`config.mk`:
```
export PLATFORM = sky130hd
export DESIGN_NAME = energy_wake
export DESIGN_NICKNAME = d
export VERILOG_FILES = /design/src/rtl/energy_wake.v /design/src/rtl/unit_tick.v /design/src/rtl/seq_scan.v
export VERILOG_INCLUDE_DIRS = /design/src /design/src/rtl
export SDC_FILE = /design/constraint.sdc
export NUM_CORES = 1
export LEC_CHECK = 0
export ABC_AREA = 1
export CAP_MARGIN = 20
export CORE_MARGIN = 2
export CORE_UTILIZATION = 60
export DETAILED_ROUTE_END_ITERATION = 7
export DONT_BUFFER_PORTS = 1
export PLACE_DENSITY_LB_ADDON = 0.15
export SYNTH_ARGS = -nofsm -noshare
export SYNTH_HDL_FRONTEND = slang
export SYNTH_HIERARCHICAL = 1
export SYNTH_SLANG_ARGS = --single-unit
```
`constraint.sdc`:
```
create_clock -name clk_i -period 7.8 [get_ports clk_i]
set_input_delay 1.17 -clock clk_i [delete_from_list [all_inputs] [get_ports clk_i]]
set_output_delay 1.17 -clock clk_i [all_outputs]
set_load 0.05 [all_outputs]
```
`src/rtl/wake_regs.vh`:
```
`ifndef WAKE_REGS_VH
`define WAKE_REGS_VH
// ----------------------------------------
// Register offsets
// ----------------------------------------
`define GLOBAL_RESET_WAKE_OFS    8'h26
`define WAKE_FRAME_CONTROL_OFS   8'h2A
`define WAKE_FRAME0_DEF_OFS      8'h30
`define WAKE_FRAME1_DEF_OFS      8'h40
`define WAKE_FRAME2_DEF_OFS      8'h50
`define WAKE_FRAME3_DEF_OFS      8'h60
`define INTERRUPT_ENABLE_OFS     8'h90
`define POWER_MODE_EVENT_OFS     8'hD4
`define SLEEP_WAKE_TIMING_OFS    8'hD6
`define INTERRUPT_STATUS_OFS     8'h92
// ----------------------------------------
// Field positions
// ----------------------------------------
`define PMODE_LSB                0
`define PMODE_MSB                1
`define PM_WAKE_NORMAL_BIT       6
`define PM_AUTO_WAKE_BIT         7
`define PM_EVT_OUT_EN_BIT        8
`define IRQ_ENERGY_BIT           2
`define IRQ_LINKUP_BIT           3
`define IRQ_SEQ_BIT              4
`define IRQ_FRAME_BIT            5
`define WFC_SEQ_EN_BIT           7
`define TIM_SLEEP_LSB            0
`define TIM_SLEEP_MSB            7
`define TIM_WAKE_LSB             8
`define TIM_WAKE_MSB             15
// ----------------------------------------
// Power modes, reset values and sequence constants
// ----------------------------------------
`define PMODE_NORMAL             2'h0
`define PMODE_ENERGY             2'h1
`define PMODE_SOFT_DOWN          2'h2
`define PMODE_SAVING             2'h3
`define REG_RESET                16'h0000
`define SYNC_BYTE                8'hFF
`define SYNC_COUNT               3'h6
`define ADDR_COPIES              5'h10
// ----------------------------------------
// Timing
// ----------------------------------------
`define TIME_UNIT_NS             1000
`define CLK_PERIOD_NS            100
`define TICK_CYCLES              (`TIME_UNIT_NS / `CLK_PERIOD_NS)
`endif

```
`src/rtl/energy_wake.v`:
```
`timescale 1ns/1ps
`include "wake_regs.vh"
module energy_wake #(
   parameter TICK = `TICK_CYCLES
)(
   input  wire        clk_i,        // Device clock
   input  wire        sys_rst_i,    // Async reset
   input  wire        ce_i,         // Clock enable
   input  wire        reg_wr_i,     // Register write strobe
   input  wire        reg_rd_i,     // Register read strobe
   input  wire [7:0]  reg_addr_i,   // Register byte address
   input  wire [15:0] reg_wdata_i,  // Write data
   output reg  [15:0] reg_rdata_o,  // Read data
   input  wire        energy_i,     // Cable energy present
   input  wire        link_up_i,    // Link up pulse
   input  wire [47:0] node_addr_i,  // Own station address
   input  wire        rx_sof_i,     // Frame start pulse
   input  wire        rx_valid_i,   // Rx byte strobe
   input  wire [7:0]  rx_data_i,    // Rx byte
   input  wire        rx_eof_i,     // Frame end pulse
   input  wire        rx_good_i,    // Frame valid, CRC good
   input  wire        rx_for_us_i,  // Address filter pass
   input  wire [15:0] rx_crc_i,     // Frame CRC summary, at end
   output wire        host_irq_n,   // Active-low host interrupt
   output reg         power_event_out, // Power event to system
   output reg         low_power_o,  // Low power state, circuits off
   output wire        cable_en_o    // Tx/Rx on cable permitted
);
   // ----------------------------------------
   // Registers
   // ----------------------------------------
   reg [15:0] power_mode_event_control;
   reg [15:0] sleep_wake_timing;
   reg [15:0] interrupt_enable;
   reg [15:0] interrupt_status;
   reg [15:0] wake_frame_control;
   reg [15:0] wake_def [0:3];
   reg [7:0]  sleep_cnt;
   reg [7:0]  wake_cnt;
   reg        ev_energy;
   reg        ev_frame;
   wire       tick;
   wire       seq_found;
   wire [1:0] pmode = power_mode_event_control[`PMODE_MSB:`PMODE_LSB];
   wire       in_energy = (pmode == `PMODE_ENERGY);
   wire       auto_wake = power_mode_event_control[`PM_AUTO_WAKE_BIT];
   wire       wake_norm = power_mode_event_control[`PM_WAKE_NORMAL_BIT];
   wire [7:0] sleep_lim = sleep_wake_timing[`TIM_SLEEP_MSB:`TIM_SLEEP_LSB];
   wire [7:0] wake_lim  = sleep_wake_timing[`TIM_WAKE_MSB:`TIM_WAKE_LSB];
   integer    i;

   function hit;
      input [7:0] a;
      input [7:0] ofs;
      begin
         hit = (a == ofs);
      end
   endfunction

   unit_tick #(.CYCLES(TICK)) u_tick (
      .clk_i     (clk_i),
      .sys_rst_i (sys_rst_i),
      .ce_i      (ce_i),
      .tick_o    (tick)
   );

   seq_scan u_scan (
      .clk_i       (clk_i),
      .sys_rst_i   (sys_rst_i),
      .ce_i        (ce_i),
      .enable_i    (wake_frame_control[`WFC_SEQ_EN_BIT]),
      .node_addr_i (node_addr_i),
      .rx_sof_i    (rx_sof_i),
      .rx_valid_i  (rx_valid_i),
      .rx_data_i   (rx_data_i),
      .rx_eof_i    (rx_eof_i),
      .rx_good_i   (rx_good_i),
      .rx_for_us_i (rx_for_us_i),
      .found_o     (seq_found)
   );

   // ----------------------------------------
   // Wake frame CRC match
   // ----------------------------------------
   reg frame_hit;
   always @*
   begin
      frame_hit = 1'b0;
      for (i = 0; i < 4; i = i + 1)
         if (wake_frame_control[i] && rx_crc_i == wake_def[i])
            frame_hit = 1'b1;
   end

   // ----------------------------------------
   // Energy detect state machine
   // ----------------------------------------
   localparam ST_NORMAL = 1'b0;
   localparam ST_LOW    = 1'b1;
   reg state;
   wire wake_qual = energy_i && tick && (wake_cnt >= wake_lim);
   always @(posedge clk_i or posedge sys_rst_i)
   begin
      if (sys_rst_i)
      begin
         state     <= ST_NORMAL;
         sleep_cnt <= 8'h00;
         wake_cnt  <= 8'h00;
         ev_energy <= 1'b0;
      end
      else if (ce_i)
      begin
         ev_energy <= 1'b0;
         if (!in_energy)
         begin
            state <= ST_NORMAL;
            sleep_cnt <= 8'h00;
            wake_cnt <= 8'h00;
         end
         else
         begin
            case (state)
               ST_NORMAL:
               begin
                  if (energy_i)
                     sleep_cnt <= 8'h00;
                  else if (tick)
                  begin
                     if (sleep_cnt >= sleep_lim)
                     begin
                        state <= ST_LOW;
                        sleep_cnt <= 8'h00;
                        wake_cnt <= 8'h00;
                     end
                     else
                        sleep_cnt <= sleep_cnt + 8'h01;
                  end
               end
               ST_LOW:
               begin
                  if (!energy_i)
                     wake_cnt <= 8'h00;
                  else if (wake_qual)
                  begin
                     ev_energy <= 1'b1;
                     wake_cnt <= 8'h00;
                     if (auto_wake)
                        state <= ST_NORMAL;
                  end
                  else if (tick && wake_cnt != 8'hFF)
                     wake_cnt <= wake_cnt + 8'h01;
                  if (reg_rd_i && hit(reg_addr_i, `GLOBAL_RESET_WAKE_OFS))
                     state <= ST_NORMAL;
               end
               default: state <= ST_NORMAL;
            endcase
         end
      end
   end

   // ----------------------------------------
   // Register file and event flags
   // ----------------------------------------
   always @(posedge clk_i or posedge sys_rst_i)
   begin
      if (sys_rst_i)
      begin
         power_mode_event_control <= `REG_RESET;
         sleep_wake_timing        <= `REG_RESET;
         interrupt_enable         <= `REG_RESET;
         interrupt_status         <= `REG_RESET;
         wake_frame_control       <= `REG_RESET;
         for (i = 0; i < 4; i = i + 1)
            wake_def[i] <= `REG_RESET;
         ev_frame        <= 1'b0;
         power_event_out <= 1'b0;
      end
      else if (ce_i)
      begin
         ev_frame <= rx_eof_i && rx_good_i && rx_for_us_i && frame_hit;
         if (reg_wr_i)
         begin
            case (reg_addr_i)
               `POWER_MODE_EVENT_OFS:  power_mode_event_control <= reg_wdata_i;
               `SLEEP_WAKE_TIMING_OFS: sleep_wake_timing <= reg_wdata_i;
               `INTERRUPT_ENABLE_OFS:  interrupt_enable <= reg_wdata_i;
               `WAKE_FRAME_CONTROL_OFS: wake_frame_control <= reg_wdata_i;
               `WAKE_FRAME0_DEF_OFS:   wake_def[0] <= reg_wdata_i;
               `WAKE_FRAME1_DEF_OFS:   wake_def[1] <= reg_wdata_i;
               `WAKE_FRAME2_DEF_OFS:   wake_def[2] <= reg_wdata_i;
               `WAKE_FRAME3_DEF_OFS:   wake_def[3] <= reg_wdata_i;
               default: ;
            endcase
         end
         // Write-one-to-clear, set wins over clear
         if (ev_energy && auto_wake && wake_norm)
            power_mode_event_control[`PMODE_MSB:`PMODE_LSB] <= `PMODE_NORMAL;
         interrupt_status <= (interrupt_status
            & ~((reg_wr_i && hit(reg_addr_i, `INTERRUPT_STATUS_OFS)) ? reg_wdata_i : 16'h0000))
            | ({15'h0000, ev_energy} << `IRQ_ENERGY_BIT)
            | ({15'h0000, link_up_i} << `IRQ_LINKUP_BIT)
            | ({15'h0000, seq_found} << `IRQ_SEQ_BIT)
            | ({15'h0000, ev_frame} << `IRQ_FRAME_BIT);
         if ((ev_energy && power_mode_event_control[`PM_EVT_OUT_EN_BIT])
             || seq_found
             || (ev_frame && power_mode_event_control[`PM_EVT_OUT_EN_BIT]))
            power_event_out <= 1'b1;
         else if (reg_rd_i && hit(reg_addr_i, `GLOBAL_RESET_WAKE_OFS))
            power_event_out <= 1'b0;
      end
   end

   assign host_irq_n = ~|(interrupt_status & interrupt_enable);

   // ----------------------------------------
   // Read mux and status outputs
   // ----------------------------------------
   always @(posedge clk_i or posedge sys_rst_i)
   begin
      if (sys_rst_i)
      begin
         reg_rdata_o <= 16'h0000;
         low_power_o <= 1'b0;
      end
      else if (ce_i)
      begin
         low_power_o <= in_energy && (state == ST_LOW);
         case (reg_addr_i)
            `POWER_MODE_EVENT_OFS:   reg_rdata_o <= power_mode_event_control;
            `SLEEP_WAKE_TIMING_OFS:  reg_rdata_o <= sleep_wake_timing;
            `INTERRUPT_ENABLE_OFS:   reg_rdata_o <= interrupt_enable;
            `INTERRUPT_STATUS_OFS:   reg_rdata_o <= interrupt_status;
            `WAKE_FRAME_CONTROL_OFS: reg_rdata_o <= wake_frame_control;
            `WAKE_FRAME0_DEF_OFS:    reg_rdata_o <= wake_def[0];
            `WAKE_FRAME1_DEF_OFS:    reg_rdata_o <= wake_def[1];
            `WAKE_FRAME2_DEF_OFS:    reg_rdata_o <= wake_def[2];
            `WAKE_FRAME3_DEF_OFS:    reg_rdata_o <= wake_def[3];
            default:                 reg_rdata_o <= 16'h0000;
         endcase
      end
   end

   // Follows the registered state flag so both outputs switch together
   assign cable_en_o = ~low_power_o;
endmodule

```
`src/rtl/unit_tick.v`:
```
`timescale 1ns/1ps
`include "wake_regs.vh"
module unit_tick #(
   parameter CYCLES = `TICK_CYCLES
)(
   input  wire clk_i,     // Device clock
   input  wire sys_rst_i, // Async reset
   input  wire ce_i,      // Clock enable
   output reg  tick_o     // One unit elapsed
);
   reg [15:0] cnt;
   always @(posedge clk_i or posedge sys_rst_i)
   begin
      if (sys_rst_i)
      begin
         cnt    <= 16'h0000;
         tick_o <= 1'b0;
      end
      else if (ce_i)
      begin
         tick_o <= (cnt == CYCLES[15:0] - 16'h0001);
         if (cnt == CYCLES[15:0] - 16'h0001)
            cnt <= 16'h0000;
         else
            cnt <= cnt + 16'h0001;
      end
   end
endmodule

```
`src/rtl/seq_scan.v`:
```
`timescale 1ns/1ps
`include "wake_regs.vh"
module seq_scan (
   input  wire        clk_i,      // Device clock
   input  wire        sys_rst_i,  // Async reset
   input  wire        ce_i,       // Clock enable
   input  wire        enable_i,   // Scanning enabled
   input  wire [47:0] node_addr_i,// Own address, first byte in [47:40]
   input  wire        rx_sof_i,   // Frame start pulse
   input  wire        rx_valid_i, // Byte strobe
   input  wire [7:0]  rx_data_i,  // Byte
   input  wire        rx_eof_i,   // Frame end pulse
   input  wire        rx_good_i,  // Frame valid with good CRC, at end
   input  wire        rx_for_us_i,// DA station, multicast or broadcast
   output reg         found_o     // Sequence seen in good frame
);
   reg [2:0] ff_cnt;
   reg [4:0] copy_cnt;
   reg [2:0] byte_idx;
   reg       in_addr;
   reg       seen;
   function [7:0] addr_byte;
      input [47:0] a;
      input [2:0]  i;
      begin
         addr_byte = a[47 - 8*i -: 8];
      end
   endfunction
   wire [7:0] exp_byte = addr_byte(node_addr_i, byte_idx);
   always @(posedge clk_i or posedge sys_rst_i)
   begin
      if (sys_rst_i)
      begin
         ff_cnt <= 3'h0; copy_cnt <= 5'h00; byte_idx <= 3'h0;
         in_addr <= 1'b0; seen <= 1'b0; found_o <= 1'b0;
      end
      else if (ce_i)
      begin
         found_o <= 1'b0;
         if (rx_sof_i)
         begin
            ff_cnt <= 3'h0; in_addr <= 1'b0; seen <= 1'b0;
         end
         else if (rx_valid_i && enable_i && !seen)
         begin
            if (in_addr && rx_data_i == exp_byte)
            begin
               if (byte_idx == 3'h5)
               begin
                  byte_idx <= 3'h0;
                  copy_cnt <= copy_cnt + 5'h01;
                  if (copy_cnt == `ADDR_COPIES - 5'h01)
                     seen <= 1'b1;
               end
               else
                  byte_idx <= byte_idx + 3'h1;
            end
            else if (rx_data_i == `SYNC_BYTE)
            begin
               // Extra FF keeps sync; addr starting with FF is not supported
               in_addr  <= (ff_cnt == `SYNC_COUNT - 3'h1) || (ff_cnt == `SYNC_COUNT);
               ff_cnt   <= (ff_cnt == `SYNC_COUNT) ? ff_cnt : ff_cnt + 3'h1;
               byte_idx <= 3'h0;
               copy_cnt <= 5'h00;
            end
            else
            begin
               in_addr <= 1'b0; ff_cnt <= 3'h0;
            end
         end
         if (rx_eof_i)
         begin
            found_o <= seen && rx_good_i && rx_for_us_i && enable_i;
            seen    <= 1'b0;
         end
      end
   end
endmodule

```
### Word level (Yosys, flattened, before mapping)

Index checks and enable logic that the tools add are counted.
Widths: inputs -> output; s select.

* add/subtract/negate cells: 7
* $lt $le $gt $ge: 2
* equality and inequality tests: 32
* shift-type cells: 1
* muxes and demuxes: 60
* bitwise logic cells: 10
* reduce and logical (&&, ||, !) cells: 55

Operator list (count)
* $pmux 16 s9: 1
* $mux 8: 12
* $eq 16x16->1: 4
* $shiftx 55x33->8: 1
* $eq 8x8->1 const B: 5
* $reduce_and 3->1: 11
* $and 16x16->16: 2
* $mux 16: 2
* $mux 1: 29
* $eq 8x6->1 const B: 3
* $eq 8x7->1 const B: 3
* $mux 3: 8
* $logic_and 1x1->1: 23
* $add 16x1->16 const B: 1
* $add 8x1->8 const B: 2
* $eq 16x4->1 const B: 1
* $ge 8x8->1: 2
* $not 16->16: 1
* $or 16x3->16: 1
* $or 16x4->16: 1
* $or 16x5->16: 1
* $or 16x6->16: 1
* $pmux 8 s2: 1
* $reduce_or 16->1: 1
* 23 further kinds: 50

* register bits after elaboration: 212
* input bits: 108
* output and inout bits: 20
* word-level logic and storage cells: 193

### Longest topological paths before layout

* depth after elaboration: 9
* mapped depth: 19

### Hierarchy

The synthesis kept the hierarchy.

Modules (own cells, without submodules)
* energy_wake: instances 1, cells each 1255, area each 9636.7 um^2, sequential area each 4529.3 um^2
* seq_scan: instances 1, cells each 277, area each 1665.3 um^2, sequential area each 350.3 um^2
* unit_tick: instances 1, cells each 160, area each 1074.8 um^2, sequential area each 425.4 um^2

### Worst setup path before layout

No wires, ideal clock.

* path type: flip-flop to output port
* start point: register interrupt_status[4]
* end point: output port host_irq_n
* data arrival time: 1514 ps
* required time: 6630 ps
* slack: 5116 ps
* stages on the path, launching flop included: 5
* buffers on the path: 0
* path through: dfrtp_1 > a22o_1 > a221oi_1 > nand2_1 > nor2_1

* cells in the longest elaborated chain, start to end: 3

Ends and longest elaborated chain
* start, declared: line energy_wake.v:35 `reg [15:0] interrupt_status;`
* start signal, assigned: line energy_wake.v:170 `` interrupt_status <= `REG_RESET; ``
* start signal, assigned: line energy_wake.v:197 `interrupt_status <= (interrupt_status`
* $and 16x16->16: line energy_wake.v:212 `assign host_irq_n = ~|(interrupt_status & interrupt_enable);`
* $reduce_or 16->1: line energy_wake.v:212
* $logic_not 1->1: line energy_wake.v:212
* end, declared: line energy_wake.v:24 `output wire host_irq_n,`

No other way between the ends.

### Final worst setup path

Ends and elaborated chain as after synthesis.

==> results.md <==
* Power per cell area at slightly below 200 nW/um^2
* Synth Cell Area at 12400 um^2
* Critical Path RT at ~6.6 ns
* # hold bufs at CTS at 0
* Num CTS Buffers at 24
* Tcrit/Tclk final at 44.6%
* Via density at 5.71
* R2R depth at 15
* Router iterations before antenna repair at 6
* Hold Path End: interrupt_enable[11]
* Crit end category: output pin
* Global Route Usage Sum at between 30% and 40%
* Ant diodes at 0
* Post-synth cell types at 48
* Die H at around 150 um
* Total grt overflow at 0
* Row Count at 52
* H-tree depth at 1
* Antenna viol nets, final at 0
* CTS tree: done
* Post-route core utilization at roughly 65%
* Initial Util at 61.2%
* Largest net degree at the start of global routing at 105
* Clock latency on the worst-skew pair at roughly 0.54 ns
* Min Hold Slack at roughly 0.49 ns
* Worst Skew at about 0.023 ns
* Fin area at 13200 um^2
* Total power at approximately 2.6 mW
* Reg2reg end: u_scan/byte_idx[0]
* Clock transition at path regs at roughly 0.060 ns
* Post-synth ARST share at 100%
* Mean post-synth cell area at about 7.3 um^2
* Pleak at between 6 and 7 nW
* Area Growth Syn to Fin at 6.91%
* Worst setup SP type: flip-flop
* Setup Slack @ Placement at 4.23 ns
* FILL cells at 1800
* Worst Max-Slew Pin Slew at around 0.99 ns
* Top_reg_cell synth: dfrtp_1
* CTS resizes at 0
* Area taken by multi-input logic gates at ~5900 um^2
* Final routed DRC violation total at 0
* Routed WL per cell at about 18 um
* Port Buffer Count at 0
* Boundary pin count at 128
* Vias at 11167
* First-pass GRT wire length at 56.8 mm
* VDD IR-drop max at between 0.00015 and 0.0002 V
* Hold Path Stages at 2
* Die width at 148 um
* Maximum clock insertion buffer count at 3
* Worst Path Max Fanout at 3
* Core area at around 20000 um^2
* Clock period minus worst slack at roughly 3.5 ns
* Initial DRC count at ~1000
* Num Clock Sinks at roughly 210
* Inst Count DP at 1911
* Post-CTS setup buffer count at 0
* GPL Wtd Cong at about 0.98
* Post-synthesis sequential area ratio at between 40% and 50%
* WP data arrival at ~2.3 ns
* Worst hold start: interrupt_enable[11]
* Post-Syn Instances at around 1700
* Vias in the first global route at 10843
* Register bit count reported by yosys at 212
* Final Max Tran Viols at 0
* Layout cells sized above 1 at 6.05%
* PnR worst setup slack at around 4.3 ns
* Syn nets at roughly 1800
* EDFF count, synth at 0
* Post-DP HPWL at ~26 mm
* Root Driver: clkbuf_16
* Fmax at 0.288 GHz
* Worst hold path class: reg -> reg
* Initial antenna violation count at 0
* Endpoints failing hold at 0
* Reg-to-reg startpoint: u_scan/byte_idx[0]
* Register area at about 5300 um^2
* TNS Setup at 0 ns
* NumNets Final at ~1800
* Synth warn at 6
* Non-Filler Instances at a little under 2000
* RSZ-0062 raised after global routing: false
* R2R setup slack at ~4.9 ns
* Crit Path Category: reg -> out
* Cell Area, Placed at ~12000 um^2
* Endpoints failing setup at 0
* Max-cap violations at 0
* Status: complete, no violations
* DIE AREA at around 22000 um^2
* Post-Route WL at approximately 36 mm
* Relative slew slack at around 34%
[worst max-delay path, cell delays in order, from the launching register on]
cell	delay [ns]
dfrtp_1	0.42
a22o_1	0.25
a221oi_1	0.20
nand2_1	0.14
nor2_1	0.75
[state kept, by name, summed over array words and instances, names as in the netlist, 3 cells and up]
name	cells
interrupt_enable	16
interrupt_status	16
power_mode_event_control	16
reg_rdata_o	16
sleep_cnt	8
sleep_wake_timing	16
u_scan/byte_idx	3
u_scan/copy_cnt	5
u_scan/ff_cnt	3
u_tick/cnt	16
wake_cnt	8
wake_def	64
wake_frame_control	16
[logic make-up (layout without fill, tap and decap cells)]
family | Yosys count | in the layout | share of synthesized area, %
and+or+nand+nor | 835 | 835 | 29.1
AOI/OAI and AO/OA | 296 | 296 | 13.0
buffers and inverters | 285 | 278 | 9.76
DFF | 212 | 212 | 42.9
xor gates and xnor gates | 38 | 38 | 2.69
adders and majority gates | 26 | 26 | 2.63
[metal layers]
metal	GRT usage, %	vias up	routed length, um
li1	-	5410	-
met1	44.0	5115	14600
met2	52.9	533	15800
met3	6.17	109	3420
met4	15.5	0	1850
met5	0	-	0
[how the worst max path moves through the flow]
stage / endpoint / slack (ns) / from / cells past startpoint
3_5_place_dp: wake_def[7] / 4.23 / reg_addr_i[3] / 8
2_1_floorplan: ev_energy / 1.71 / sys_rst_i / 1
3_3_place_gp: wake_def[14] / 4.42 / reg_addr_i[3] / 8
5_1_grt: host_irq_n / 4.26 / interrupt_status[4] / 4
6_report: host_irq_n / 4.32 / interrupt_status[4] / 4
4_1_cts: host_irq_n / 4.32 / interrupt_status[4] / 4
[cell usage in the layout (no fill, tap or decap), types with 4 or more instances in the layout]
master | netlist | layout
a21oi_1 | 39 | 39
buf_4 | 8 | 7
clkbuf_16 | 0 | 24
clkbuf_8 | 0 | 4
clkinv_2 | 0 | 7
dfrtp_1 | 212 | 212
ha_1 | 26 | 26
inv_1 | 214 | 213
inv_2 | 12 | 12
nand2_1 | 488 | 488
nand2_2 | 10 | 10
nand3_1 | 127 | 127
nand3_2 | 8 | 8
nand4_1 | 22 | 22
nor2_1 | 138 | 137
nor2_4 | 5 | 5
nor3_1 | 16 | 16
o211ai_1 | 5 | 5
o21ai_0 | 151 | 151
o21ai_1 | 40 | 40
o22ai_1 | 43 | 43
or2_2 | 5 | 5
xnor2_1 | 6 | 6
xor2_1 | 32 | 32
[synthesized netlist by cell type, drive strengths merged, types with 23 or more instances]
cell type  count  area [um^2]
nand3        136          733
nor2         144          581
nand2        500         1920
a21oi         40          204
o22ai         43          269
inv          227          855
o21ai        191          956
nand4         23          150
buf           40          283
dfrtp        212         5310
xor2          32          280
ha            26          325
[cell type report]
| cell class | instances | share of cell area [%] |
|---|---|---|
| clock buffers | 31 | 5.04 |
| well taps | 270 | 2.55 |
| clock inverters | 12 | 0.974 |
| multi-input cells | 1195 | 44.3 |
| repair buffers | 8 | 0.511 |
| flip-flops and latches | 212 | 40.1 |
| inverters | 227 | 6.50 |
[power by group]
| part | leakage [nW] | internal [mW] | total, mW | switching [mW] |
|---|---|---|---|---|
| logic | 3.38 | 0.0800 | 0.257 | 0.177 |
| clock network | 0.399 | 0.671 | 1.14 | 0.471 |
| registers | 2.77 | 1.15 | 1.21 | 0.0593 |
Note: power is estimated with default switching activity, not from simulation.
